File: src/shared/ists_pkg.sv
// Purpose: Shared constants of the instrument self-test sequencer.
// Assumes: One system clock at 250 MHz.
// Notes:   Timing counts are derived from the printed time and the period.
package ists_pkg;
    // Operator test numbers.
    localparam logic [3:0] TEST_CARD = 4'h1;
    localparam logic [3:0] TEST_LAMP = 4'h2;
    localparam logic [3:0] TEST_LCD = 4'h3;
    localparam logic [3:0] TEST_HANDLER = 4'h4;
    localparam logic [3:0] TEST_EEPROM = 4'h5;
    localparam logic [3:0] TEST_SCANNER = 4'h6;
    localparam logic [3:0] TEST_BIAS = 4'h7;
    // Timing.
    localparam int unsigned CLK_PERIOD_NS = 4;
    localparam int unsigned ONE_SEC_NS = 1000000000;
    localparam int unsigned ONE_SEC_CYCLES = ONE_SEC_NS / CLK_PERIOD_NS;
    // Memory check defaults.
    localparam int unsigned ADDR_W = 16;
    localparam int unsigned DATA_W = 8;
    localparam logic [DATA_W-1:0] WRITE_PATTERN = 8'ha5;
    localparam logic [ADDR_W-1:0] FIRST_ADDR = 16'h0000;
    localparam logic [ADDR_W-1:0] CARD_LAST_ADDR = 16'hffff;
    localparam logic [ADDR_W-1:0] EEPROM_LAST_ADDR = 16'h00ff;
    // Interface widths.
    localparam int unsigned HANDLER_OUTS = 16;
    localparam int unsigned LAMP_COUNT = 5;
    localparam int unsigned CHAN_W = 8;
    localparam int unsigned BIAS_RD_W = 16;
    localparam int unsigned BIAS_WR_W = 8;
endpackage

File: src/verilog/ists_tick.sv
// Purpose: Prescaler giving a one-cycle pulse once per interval.
// Assumes: run held high for the whole test.
// Notes:   Counter restarts when run falls, so every test starts aligned.
`timescale 1ns/1ns
module ists_tick #(
    parameter int unsigned CYCLES = 250000000
) (
    // Clock and reset.
    input wire logic clk_sys,
    input wire logic resetn,
    // Control.
    input wire logic run,
    output logic tick
);
    localparam int unsigned CW = (CYCLES > 2) ? $clog2(CYCLES) : 1;
    logic [CW-1:0] cnt_reg;
    logic last_cnt;

    generate
        if (CYCLES < 2) begin : g_bad
            $error("ists_tick: CYCLES must be at least 2");
        end
    endgenerate

    assign last_cnt = (cnt_reg == CW'(CYCLES - 1));

    always_ff @(posedge clk_sys or negedge resetn) begin
        if (!resetn) begin
            cnt_reg <= '0;
            tick <= 1'b0;
        end else begin
            cnt_reg <= (!run || last_cnt) ? '0 : cnt_reg + 1'b1;
            tick <= run && last_cnt;
        end
    end
endmodule

File: src/verilog/ists_chg.sv
// Purpose: Captures an input word only when its state changes.
// Assumes: Inputs are synchronous to clk_sys.
// Notes:   The first compare after enable uses the last seen value.
`timescale 1ns/1ns
module ists_chg #(
    parameter int unsigned W = 8
) (
    // Clock and reset.
    input wire logic clk_sys,
    input wire logic resetn,
    // Sampled word.
    input wire logic enable,
    input wire logic [W-1:0] din,
    output logic [W-1:0] cap,
    output logic changed
);
    logic [W-1:0] prev_reg;
    logic differs;

    assign differs = (din != prev_reg);

    always_ff @(posedge clk_sys or negedge resetn) begin
        if (!resetn) begin
            prev_reg <= '0;
            cap <= '0;
            changed <= 1'b0;
        end else begin
            prev_reg <= din;
            changed <= enable && differs;
            if (enable && differs) begin
                cap <= din;
            end
        end
    end

    a_cap_on_change: assert property (@(posedge clk_sys) disable iff (!resetn)
        !changed |=> $stable(cap) || changed)
        else $error("capture moved without an input change");
endmodule

File: src/verilog/ists_top.sv
// Purpose: Self-test sequencer for memory, lamps, display and interfaces.
// Assumes: Memory ports answer each held request with a one-cycle ack.
// Notes:   Operator keys are one-cycle pulses synchronous to clk_sys.
`timescale 1ns/1ns

////////////////////////////////////////////////////////////////////////////////
// Summary of operation
// RQ1: Operator number selects the self test.
// RQ2: Card test writes pattern at lowest, reads back.
// RQ3: Card check advances from low to high.
// RQ4: Card contents restored before moving on.
// RQ5: Start, end and current addresses shown.
// RQ6: Mismatch stops card test, keeps failing address.
// RQ7: All addresses good gives completion status.
// RQ8: End command aborts memory tests.
// RQ9: Five lamps toggle together each second.
// RQ10: LCD shows all, inverts each second.
// RQ11: Handler outputs asserted singly, one second each.
// RQ12: Handler sequence loops until end command.
// RQ13: EEPROM test writes pattern at lowest, verifies.
// RQ14: EEPROM check ascends, stops at first mismatch.
// RQ15: EEPROM contents left as before test.
// RQ16: Scanner step and done strobes alternate.
// RQ17: Scanner inputs sampled only on change.
// RQ18: Bias chip selects asserted alternately.
// RQ19: Bias address and data step upward.
// RQ20: Bias data inputs captured on change.
// RQ21: One second comes from parameterised prescaler.
// RQ22: Write pattern is a configurable constant.
module ists_top #(
    parameter int unsigned ONE_SEC_CYCLES = ists_pkg::ONE_SEC_CYCLES,
    parameter int unsigned ADDR_W = ists_pkg::ADDR_W,
    parameter int unsigned DATA_W = ists_pkg::DATA_W,
    parameter logic [DATA_W-1:0] PATTERN = ists_pkg::WRITE_PATTERN,
    parameter logic [ADDR_W-1:0] CARD_LAST = ists_pkg::CARD_LAST_ADDR,
    parameter logic [ADDR_W-1:0] EEPROM_LAST = ists_pkg::EEPROM_LAST_ADDR,
    parameter int unsigned HANDLER_N = ists_pkg::HANDLER_OUTS
) (
    // Clock and reset.
    input wire logic clk_sys,
    input wire logic resetn,
    // Operator keys.
    input wire logic [3:0] test_number_in,
    input wire logic test_number_load,
    input wire logic test_start,
    input wire logic test_end,
    // Status and address display.
    output logic test_busy,
    output logic test_passed,
    output logic test_failed,
    output logic [ADDR_W-1:0] first_test_address,
    output logic [ADDR_W-1:0] last_test_address,
    output logic [ADDR_W-1:0] current_test_address,
    // Memory card port.
    output logic card_req,
    output logic card_we,
    output logic [ADDR_W-1:0] card_addr,
    output logic [DATA_W-1:0] card_wdata,
    input wire logic [DATA_W-1:0] card_rdata,
    input wire logic card_ack,
    // Scanner EEPROM port.
    output logic eep_req,
    output logic eep_we,
    output logic [ADDR_W-1:0] eep_addr,
    output logic [DATA_W-1:0] eep_wdata,
    input wire logic [DATA_W-1:0] eep_rdata,
    input wire logic eep_ack,
    // Front panel.
    output logic remote_lamp,
    output logic listen_lamp,
    output logic talk_lamp,
    output logic service_request_lamp,
    output logic bias_lamp,
    output logic lcd_all_chars,
    output logic lcd_inverse,
    // Handler interface.
    output logic [HANDLER_N-1:0] handler_out_n,
    // Scanner interface.
    output logic index_out_n,
    output logic measure_done_out_n,
    input wire logic [ists_pkg::CHAN_W-1:0] channel_number_in,
    input wire logic channel_strobe_in_n,
    output logic [ists_pkg::CHAN_W:0] scanner_capture,
    output logic scanner_changed,
    // Bias current interface.
    output logic [1:0] bias_cs_n,
    output logic bias_addr_out,
    output logic [ists_pkg::BIAS_WR_W-1:0] bias_wdata,
    input wire logic [ists_pkg::BIAS_RD_W-1:0] bias_rdata_in,
    output logic [ists_pkg::BIAS_RD_W-1:0] bias_capture,
    output logic bias_changed
);
    localparam int unsigned SEQ_W = $clog2(HANDLER_N);
    localparam int unsigned STEP_W = ists_pkg::BIAS_WR_W + 1;

    typedef enum logic [2:0] {
        ST_IDLE, ST_SAVE, ST_WRITE, ST_CHECK, ST_RESTORE, ST_LOOP, ST_DONE
    } ists_state_t;

    generate
        if (HANDLER_N < 2) begin : g_bad_hnd
            $error("ists_top: HANDLER_N must be at least 2");
        end
        if (ADDR_W < 1 || DATA_W < 1) begin : g_bad_width
            $error("ists_top: memory widths must be positive");
        end
    endgenerate

    function automatic logic is_mem_test(input logic [3:0] num);
        return num == ists_pkg::TEST_CARD || num == ists_pkg::TEST_EEPROM;
    endfunction

    ists_state_t state_reg;
    logic [3:0] test_sel_reg;
    logic [ADDR_W-1:0] addr_reg;
    logic [ADDR_W-1:0] last_reg;
    logic [DATA_W-1:0] orig_reg;
    logic [DATA_W-1:0] wdata_reg;
    logic fail_pend_reg;
    logic abort_reg;
    logic pass_reg;
    logic fail_reg;
    logic phase_reg;
    logic [SEQ_W-1:0] seq_reg;
    logic [STEP_W-1:0] step_reg;
    logic tick;

    ////////////////////////////////////////////////////////////////////////////
    // Decoding.
    logic can_start;
    logic use_card;
    logic mem_ack;
    logic [DATA_W-1:0] mem_rdata;
    logic mem_req;
    logic mem_we;
    logic mismatch;
    logic at_last;
    logic looping;
    logic run_lamp, run_lcd, run_hnd, run_scan, run_bias;
    logic [HANDLER_N-1:0] hnd_onehot;

    assign can_start = (state_reg == ST_IDLE || state_reg == ST_DONE);
    assign use_card = (test_sel_reg == ists_pkg::TEST_CARD);
    assign mem_ack = use_card ? card_ack : eep_ack;
    assign mem_rdata = use_card ? card_rdata : eep_rdata;
    assign mem_req = (state_reg == ST_SAVE) || (state_reg == ST_WRITE) ||
                     (state_reg == ST_CHECK) || (state_reg == ST_RESTORE);
    assign mem_we = (state_reg == ST_WRITE) || (state_reg == ST_RESTORE);
    assign mismatch = (mem_rdata != PATTERN);
    assign at_last = (addr_reg == last_reg);
    assign looping = (state_reg == ST_LOOP);
    // RQ1: test number decode
    assign run_lamp = looping && test_sel_reg == ists_pkg::TEST_LAMP;
    assign run_lcd = looping && test_sel_reg == ists_pkg::TEST_LCD;
    assign run_hnd = looping && test_sel_reg == ists_pkg::TEST_HANDLER;
    assign run_scan = looping && test_sel_reg == ists_pkg::TEST_SCANNER;
    assign run_bias = looping && test_sel_reg == ists_pkg::TEST_BIAS;
    assign hnd_onehot = {{(HANDLER_N-1){1'b0}}, 1'b1} << seq_reg;

    ////////////////////////////////////////////////////////////////////////////
    // Memory ports share one engine; only the selected one is requested.
    assign card_req = mem_req && use_card;
    assign eep_req = mem_req && !use_card;
    assign card_we = mem_we;
    assign eep_we = mem_we;
    assign card_addr = addr_reg;
    assign eep_addr = addr_reg;
    assign card_wdata = wdata_reg;
    assign eep_wdata = wdata_reg;

    // RQ5: address display
    assign first_test_address = ists_pkg::FIRST_ADDR;
    assign last_test_address = last_reg;
    assign current_test_address = addr_reg;
    assign test_busy = !can_start;
    assign test_passed = pass_reg;
    assign test_failed = fail_reg;

    ////////////////////////////////////////////////////////////////////////////
    // Sequencer. A request, once raised, is held until acked, so an end
    // command only takes effect at a safe point and never leaves the
    // pattern sitting in a location.
    always_ff @(posedge clk_sys or negedge resetn) begin
        if (!resetn) begin
            state_reg <= ST_IDLE;
            test_sel_reg <= 4'h0;
            addr_reg <= '0;
            last_reg <= '0;
            orig_reg <= '0;
            wdata_reg <= '0;
            fail_pend_reg <= 1'b0;
            abort_reg <= 1'b0;
            pass_reg <= 1'b0;
            fail_reg <= 1'b0;
        end else begin
            // RQ8: end command noted
            if (test_end && mem_req) begin
                abort_reg <= 1'b1;
            end
            unique case (state_reg)
                ST_IDLE, ST_DONE: begin
                    // RQ1: number entry
                    if (test_number_load) begin
                        test_sel_reg <= test_number_in;
                    end else if (test_start &&
                                 test_sel_reg >= ists_pkg::TEST_CARD &&
                                 test_sel_reg <= ists_pkg::TEST_BIAS) begin
                        pass_reg <= 1'b0;
                        fail_reg <= 1'b0;
                        fail_pend_reg <= 1'b0;
                        abort_reg <= 1'b0;
                        // RQ2: begin at lowest address
                        addr_reg <= ists_pkg::FIRST_ADDR;
                        last_reg <= use_card ? CARD_LAST : EEPROM_LAST;
                        state_reg <= is_mem_test(test_sel_reg) ? ST_SAVE
                                                               : ST_LOOP;
                    end else if (test_end) begin
                        state_reg <= ST_IDLE;
                    end
                end
                ST_SAVE: if (mem_ack) begin
                    orig_reg <= mem_rdata;
                    // RQ22: configurable pattern
                    wdata_reg <= PATTERN;
                    state_reg <= (abort_reg || test_end) ? ST_IDLE : ST_WRITE;
                end
                ST_WRITE: if (mem_ack) begin
                    state_reg <= ST_CHECK;
                end
                // RQ13: verify written pattern
                ST_CHECK: if (mem_ack) begin
                    fail_pend_reg <= mismatch;
                    wdata_reg <= orig_reg;
                    state_reg <= ST_RESTORE;
                end
                // RQ4: restore before advancing
                // RQ15: EEPROM contents kept
                ST_RESTORE: if (mem_ack) begin
                    if (fail_pend_reg) begin
                        // RQ6: stop and keep address
                        fail_reg <= 1'b1;
                        state_reg <= ST_DONE;
                    end else if (abort_reg || test_end) begin
                        state_reg <= ST_IDLE;
                    end else if (at_last) begin
                        // RQ7: completion status
                        pass_reg <= 1'b1;
                        state_reg <= ST_DONE;
                    end else begin
                        // RQ3: next address upward
                        // RQ14: EEPROM ascends too
                        addr_reg <= addr_reg + 1'b1;
                        state_reg <= ST_SAVE;
                    end
                end
                // RQ12: loop until end command
                ST_LOOP: if (test_end) begin
                    state_reg <= ST_IDLE;
                end
            endcase
        end
    end

    ////////////////////////////////////////////////////////////////////////////
    // Once-per-second stepping for the looping tests.
    // RQ21: parameterised prescaler
    ists_tick #(
        .CYCLES(ONE_SEC_CYCLES)
    ) u_tick (
        .clk_sys(clk_sys),
        .resetn(resetn),
        .run(looping),
        .tick(tick)
    );

    always_ff @(posedge clk_sys or negedge resetn) begin
        if (!resetn) begin
            phase_reg <= 1'b0;
            seq_reg <= '0;
            step_reg <= '0;
        end else if (!looping) begin
            phase_reg <= 1'b0;
            seq_reg <= '0;
            step_reg <= '0;
        end else if (tick) begin
            phase_reg <= !phase_reg;
            // RQ11: next handler output
            seq_reg <= (seq_reg == SEQ_W'(HANDLER_N - 1)) ? '0
                                                          : seq_reg + 1'b1;
            // RQ19: ascending address and data
            step_reg <= step_reg + 1'b1;
        end
    end

    // RQ9: lamps toggle together
    assign remote_lamp = run_lamp && phase_reg;
    assign listen_lamp = run_lamp && phase_reg;
    assign talk_lamp = run_lamp && phase_reg;
    assign service_request_lamp = run_lamp && phase_reg;
    assign bias_lamp = run_lamp && phase_reg;
    // RQ10: all characters, inverse each second
    assign lcd_all_chars = (test_sel_reg == ists_pkg::TEST_LCD);
    assign lcd_inverse = run_lcd && phase_reg;
    // RQ11: one output at a time
    assign handler_out_n = run_hnd ? ~hnd_onehot : '1;
    // RQ16: step and done alternate
    assign index_out_n = !(run_scan && !phase_reg);
    assign measure_done_out_n = !(run_scan && phase_reg);
    // RQ18: chip selects alternate
    assign bias_cs_n = {!(run_bias && phase_reg), !(run_bias && !phase_reg)};
    assign bias_addr_out = run_bias && step_reg[STEP_W-1];
    assign bias_wdata = run_bias ? step_reg[STEP_W-2:0] : '0;

    ////////////////////////////////////////////////////////////////////////////
    // Input capture on change.
    // RQ17: scanner inputs on change
    ists_chg #(
        .W(ists_pkg::CHAN_W + 1)
    ) u_scan_chg (
        .clk_sys(clk_sys),
        .resetn(resetn),
        .enable(run_scan),
        .din({channel_strobe_in_n, channel_number_in}),
        .cap(scanner_capture),
        .changed(scanner_changed)
    );

    // RQ20: bias inputs on change
    ists_chg #(
        .W(ists_pkg::BIAS_RD_W)
    ) u_bias_chg (
        .clk_sys(clk_sys),
        .resetn(resetn),
        .enable(run_bias),
        .din(bias_rdata_in),
        .cap(bias_capture),
        .changed(bias_changed)
    );

    ////////////////////////////////////////////////////////////////////////////
    // Checks.
    a_start_lowest: assert property ( // RQ2
        @(posedge clk_sys) disable iff (!resetn)
        state_reg == ST_SAVE && $past(can_start) |-> addr_reg == '0)
        else $error("memory test did not start at lowest address");

    a_pattern_write: assert property ( // RQ22
        @(posedge clk_sys) disable iff (!resetn)
        card_req && card_we && state_reg == ST_WRITE |-> card_wdata == PATTERN)
        else $error("card write does not carry the pattern");

    a_addr_ascends: assert property ( // RQ3
        @(posedge clk_sys) disable iff (!resetn)
        state_reg == ST_RESTORE && mem_ack && !fail_pend_reg && !abort_reg
        && !test_end && !at_last |=> addr_reg == $past(addr_reg) + 1'b1)
        else $error("test address did not step up by one");

    a_restore_orig: assert property ( // RQ4
        @(posedge clk_sys) disable iff (!resetn)
        state_reg == ST_RESTORE |-> wdata_reg == orig_reg)
        else $error("restore write differs from saved data");

    a_fail_holds: assert property ( // RQ6
        @(posedge clk_sys) disable iff (!resetn)
        state_reg == ST_CHECK && mem_ack && mismatch |=>
        state_reg == ST_RESTORE && $stable(addr_reg))
        else $error("mismatch did not freeze the address");

    a_pass_last: assert property ( // RQ7
        @(posedge clk_sys) disable iff (!resetn)
        $rose(pass_reg) |-> !fail_reg && addr_reg == last_reg)
        else $error("pass raised before the last address");

    a_end_stops: assert property ( // RQ12
        @(posedge clk_sys) disable iff (!resetn)
        looping && test_end |=> state_reg == ST_IDLE && handler_out_n == '1)
        else $error("end command did not stop a looping test");

    a_lamp_toggle: assert property ( // RQ9
        @(posedge clk_sys) disable iff (!resetn)
        run_lamp && tick && !test_end |=> remote_lamp != $past(remote_lamp))
        else $error("lamps did not toggle on the second");

    a_handler_single: assert property ( // RQ11
        @(posedge clk_sys) disable iff (!resetn)
        run_hnd |-> $onehot(~handler_out_n))
        else $error("handler outputs not asserted one at a time");

    a_strobes_alt: assert property ( // RQ16
        @(posedge clk_sys) disable iff (!resetn)
        run_scan |-> index_out_n != measure_done_out_n)
        else $error("scanner strobes not alternating");
endmodule

File: config.mk
export PLATFORM = sky130hd
export DESIGN_NAME = ists_top
export DESIGN_NICKNAME = d
export VERILOG_FILES = /design/src/shared/ists_pkg.sv /design/src/verilog/ists_tick.sv /design/src/verilog/ists_chg.sv /design/src/verilog/ists_top.sv
export SDC_FILE = /design/constraint.sdc
export NUM_CORES = 1
export LEC_CHECK = 0
export BUFFER_PORTS_ARGS = -buffer_cell sky130_fd_sc_hd__buf_2
export CORE_ASPECT_RATIO = 0.9
export CORE_MARGIN = 8
export CORE_UTILIZATION = 56
export DETAILED_ROUTE_END_ITERATION = 10
export PLACE_DENSITY = 0.89
export SETUP_SLACK_MARGIN = 0.4
export SYNTH_ARGS = -nofsm -noshare
export SYNTH_HDL_FRONTEND = slang
export SYNTH_HIERARCHICAL = 1
export SYNTH_SLANG_ARGS = --single-unit
export TNS_END_PERCENT = 50
File: constraint.sdc
create_clock -name clk_sys -period 6.5 [get_ports clk_sys]
set_input_delay 1.3 -clock clk_sys [delete_from_list [all_inputs] [get_ports clk_sys]]
set_output_delay 1.3 -clock clk_sys [all_outputs]
set_load 0.005 [all_outputs]
==> flow_metrics.env <==
export IMPL_outcome="finished clean"
export IMPL_critPathMaxFanout=21
export IMPL_vias_per_cell=5.604
export IMPL_hold_viol=0
export IMPL_synthFlopType="dfrtp_1"
export IMPL_worstPathRequired_ns=5.20
export IMPL_postCtsHoldBufs=0
export IMPL_synth_most_common_cell="dfrtp_1"
export IMPL_worst_pin_slew_ns=1.104
export IMPL_tns_ns=0
export IMPL_timing_rr_end="orig_reg[5]"
export IMPL_pwr_density_cell_nw_per_um2=329.8
export IMPL_setup_slack_ns=1.936
export IMPL_period_share=0.7021
export IMPL_fmax_mhz=219.1
export IMPL_reg2reg_slack_ns=2.70
export IMPL_timing_rr_start="test_sel_reg[1]"
export IMPL_htree_levels=4
export IMPL_instances_no_fill=1049
export IMPL_path_clk_slew_ns=0.06
export IMPL_nNetsFinal=929
export IMPL_dpl_hpwl_um=13090
export IMPL_total_power_uw=2838
export IMPL_grt_start_max_net_pins=83
export IMPL_synth_cells=732
export IMPL_crit_arrival_ns=3.26
export IMPL_yosysTopAreaCell="dfrtp_1"
export IMPL_syn_avg_cell_area_um2=10.14
export IMPL_cts_sinks=140
export IMPL_start_util=0.5638
export IMPL_drc=0
export IMPL_nFillCells=998
export IMPL_fin_crit_ns=4.564
export IMPL_gp_congestion=0.8709
export IMPL_overflow=0
export IMPL_ir_worst_vdd_mv=0.1895
export IMPL_die_area_um2=17200
export IMPL_cp_end_kind="primary output"
export IMPL_synth_edff_count=0
export IMPL_dp_cells=1017
export IMPL_grtUsageTotal=0.2036
export IMPL_port_buffers=201
export IMPL_clockRootBuffer="clkbuf_16"
export IMPL_first_pass_iters=5
export IMPL_criticalPathCategory="reg -> out"
export IMPL_n_antenna_cell=0
export IMPL_synthTopCellsByArea="dfrtp_1, buf_4, mux2_2"
export IMPL_io_pins=218
export IMPL_critPathLaunchType="flop"
export IMPL_cts_buffers=17
export IMPL_final_setup_viol_count=0
export IMPL_timing_max_transition_violations_final=0
export IMPL_max_cap_violations=0
export IMPL_cp_endpoint="handler_out_n[8]"
export IMPL_pre_cts_ws_ns=2.454
export IMPL_synth_cell_types=56
export IMPL_synth_area_um2=7421
export IMPL_ys_warn_count=6
export IMPL_postSynth_asyncResetShare=1.000
export IMPL_grt_pass1_wl_um=28570
export IMPL_clk_latency_ns=0.42
export IMPL_rsz0062_at_grt="false"
export IMPL_drive_gt1_frac=0.3144
export IMPL_coreArea_um2=13160
export IMPL_post_cts_resized=0
export IMPL_reg2reg_depth=6
export IMPL_cts_tree="done"
export IMPL_fp_dieH_um=125.2
export IMPL_power_leakage_uw=0.004015
export IMPL_post_cts_buffers=0
export IMPL_slew_headroom=0.2610
export IMPL_holdCritPathClass="reg -> reg"
export IMPL_die_x_um=137.3
export IMPL_antenna_found_initial=0
export IMPL_synth_common_cells="dfrtp_1, buf_4, nor2_1, nand2_1, a21oi_1"
export IMPL_wl_per_cell_um=16.89
export IMPL_yosysSeqAreaShare=0.4721
export IMPL_finalWirelength_um=17720
export IMPL_ys_ff_latch=140
export IMPL_largest_reg_flops=28
export IMPL_clockBufferDepth=2
export IMPL_detail_route_antenna_nets=0
export IMPL_fin_worst_skew_ns=0.01481
export IMPL_crit_start="state_reg[1]"
export IMPL_vias=5879
export IMPL_syn2layout_area_growth_pct=15.93
export IMPL_rows=40
export IMPL_drtIter0Drc=341
export IMPL_grt_pass1_vias=5797
export IMPL_yosysTopAreaCellShare=0.4721
-- cell type report --
class,count,area [µm²],share of cell area
Clock inverter,14,151.4,0.01760
Clock buffer,18,429.2,0.04988
Inverter,21,78.83,0.009162
Multi-Input combinational cell,486,3211,0.3732
Sequential cell,140,3503,0.4072
Timing Repair Buffer,202,1020,0.1185
Tap cell,168,210.2,0.02443
-- cell families (layout without fill, tap and decap cells) --
logic type | count (synthesis) | in the layout | share of synthesized area
AND/OR/NAND/NOR | 270 | 270 | 0.1991
flip-flops | 140 | 140 | 0.4721
buffers and inverters | 121 | 255 | 0.1040
AO/OA/AOI/OAI | 99 | 99 | 0.08852
XOR/XNOR | 50 | 50 | 0.05901
multiplexers | 42 | 42 | 0.06154
adder cells (fa/ha/maj) | 9 | 9 | 0.01517
other | 1 | 16 | 0.0005053
-- worst min path at each step --
| stage | start | end | slack (ns) | depth (start not counted) |
|---|---|---|---|---|
| 2_1_floorplan | u_tick/cnt_reg[0] | u_tick/cnt_reg[0] | 0.45 | 1 |
| 3_3_place_gp | u_tick/cnt_reg[0] | u_tick/cnt_reg[0] | 0.47 | 1 |
| 3_5_place_dp | u_tick/cnt_reg[0] | u_tick/cnt_reg[0] | 0.48 | 1 |
| 4_1_cts | u_tick/cnt_reg[0] | u_tick/cnt_reg[0] | 0.49 | 1 |
| 6_report | u_tick/cnt_reg[0] | u_tick/cnt_reg[0] | 0.49 | 1 |
| 5_1_grt | u_bias_chg/cap[0] | u_bias_chg/cap[0] | 0.52 | 1 |
-- cells in the final DEF (no fill, tap or decap), drive strengths merged, types with 2 or more instances in the layout --
cell and count:
a21oi 41, a221oi 2, a31oi 4, and2 16, and3 9, and4 8, buf 202, clkbuf 18
clkinv 3, clkinvlp 2, conb 16, dfrtp 140, ha 9, inv 29, mux2 29, mux2i 13
nand2 52, nand2b 6, nand3 27, nand4 26, nor2 60, nor2b 7, nor3 7, nor4 10
nor4b 6, o211ai 3, o21ai 25, o31ai 13, o41ai 3, or2 2, or3 15, or4 16
xnor2 34, xor2 16
-- stage by stage --
step / hold WS [ns] / utilization / area, µm²
after detailed placement: 0.4791 / 0.6095 / 8023
final: 0.4853 / 0.6536 / 8603
after global placement: 0.4666 / 0.6095 / 8023
after global routing: 0.5196 / 0.6536 / 8603
after CTS: 0.4872 / 0.6536 / 8603
after floorplan: 0.4479 / - / 7477
-- power breakdown --
part	internal [µW]	switching, µW	total, µW
clock	543	403	946
combinational	327	388	715
sequential	1020	161	1180
-- layer usage --
layer  part of all wire  track usage  vias up
met5                  0            0        -
met4              0.015      0.06003        0
met3              0.091      0.06005       30
met2               0.50       0.3388      279
met1               0.40       0.2489     2809
li1                   -            -     2761
-- worst max-delay path: stages (launching register included) --
cell	delay, ns
dfrtp_1	0.61
nor2b_1	0.25
nand2_1	0.34
inv_1	0.31
nand3b_1	0.25
nor4b_1	0.63
and2_1	0.27
nand2_1	0.06
buf_2	0.12
Note: power is estimated with default switching activity, not from simulation.
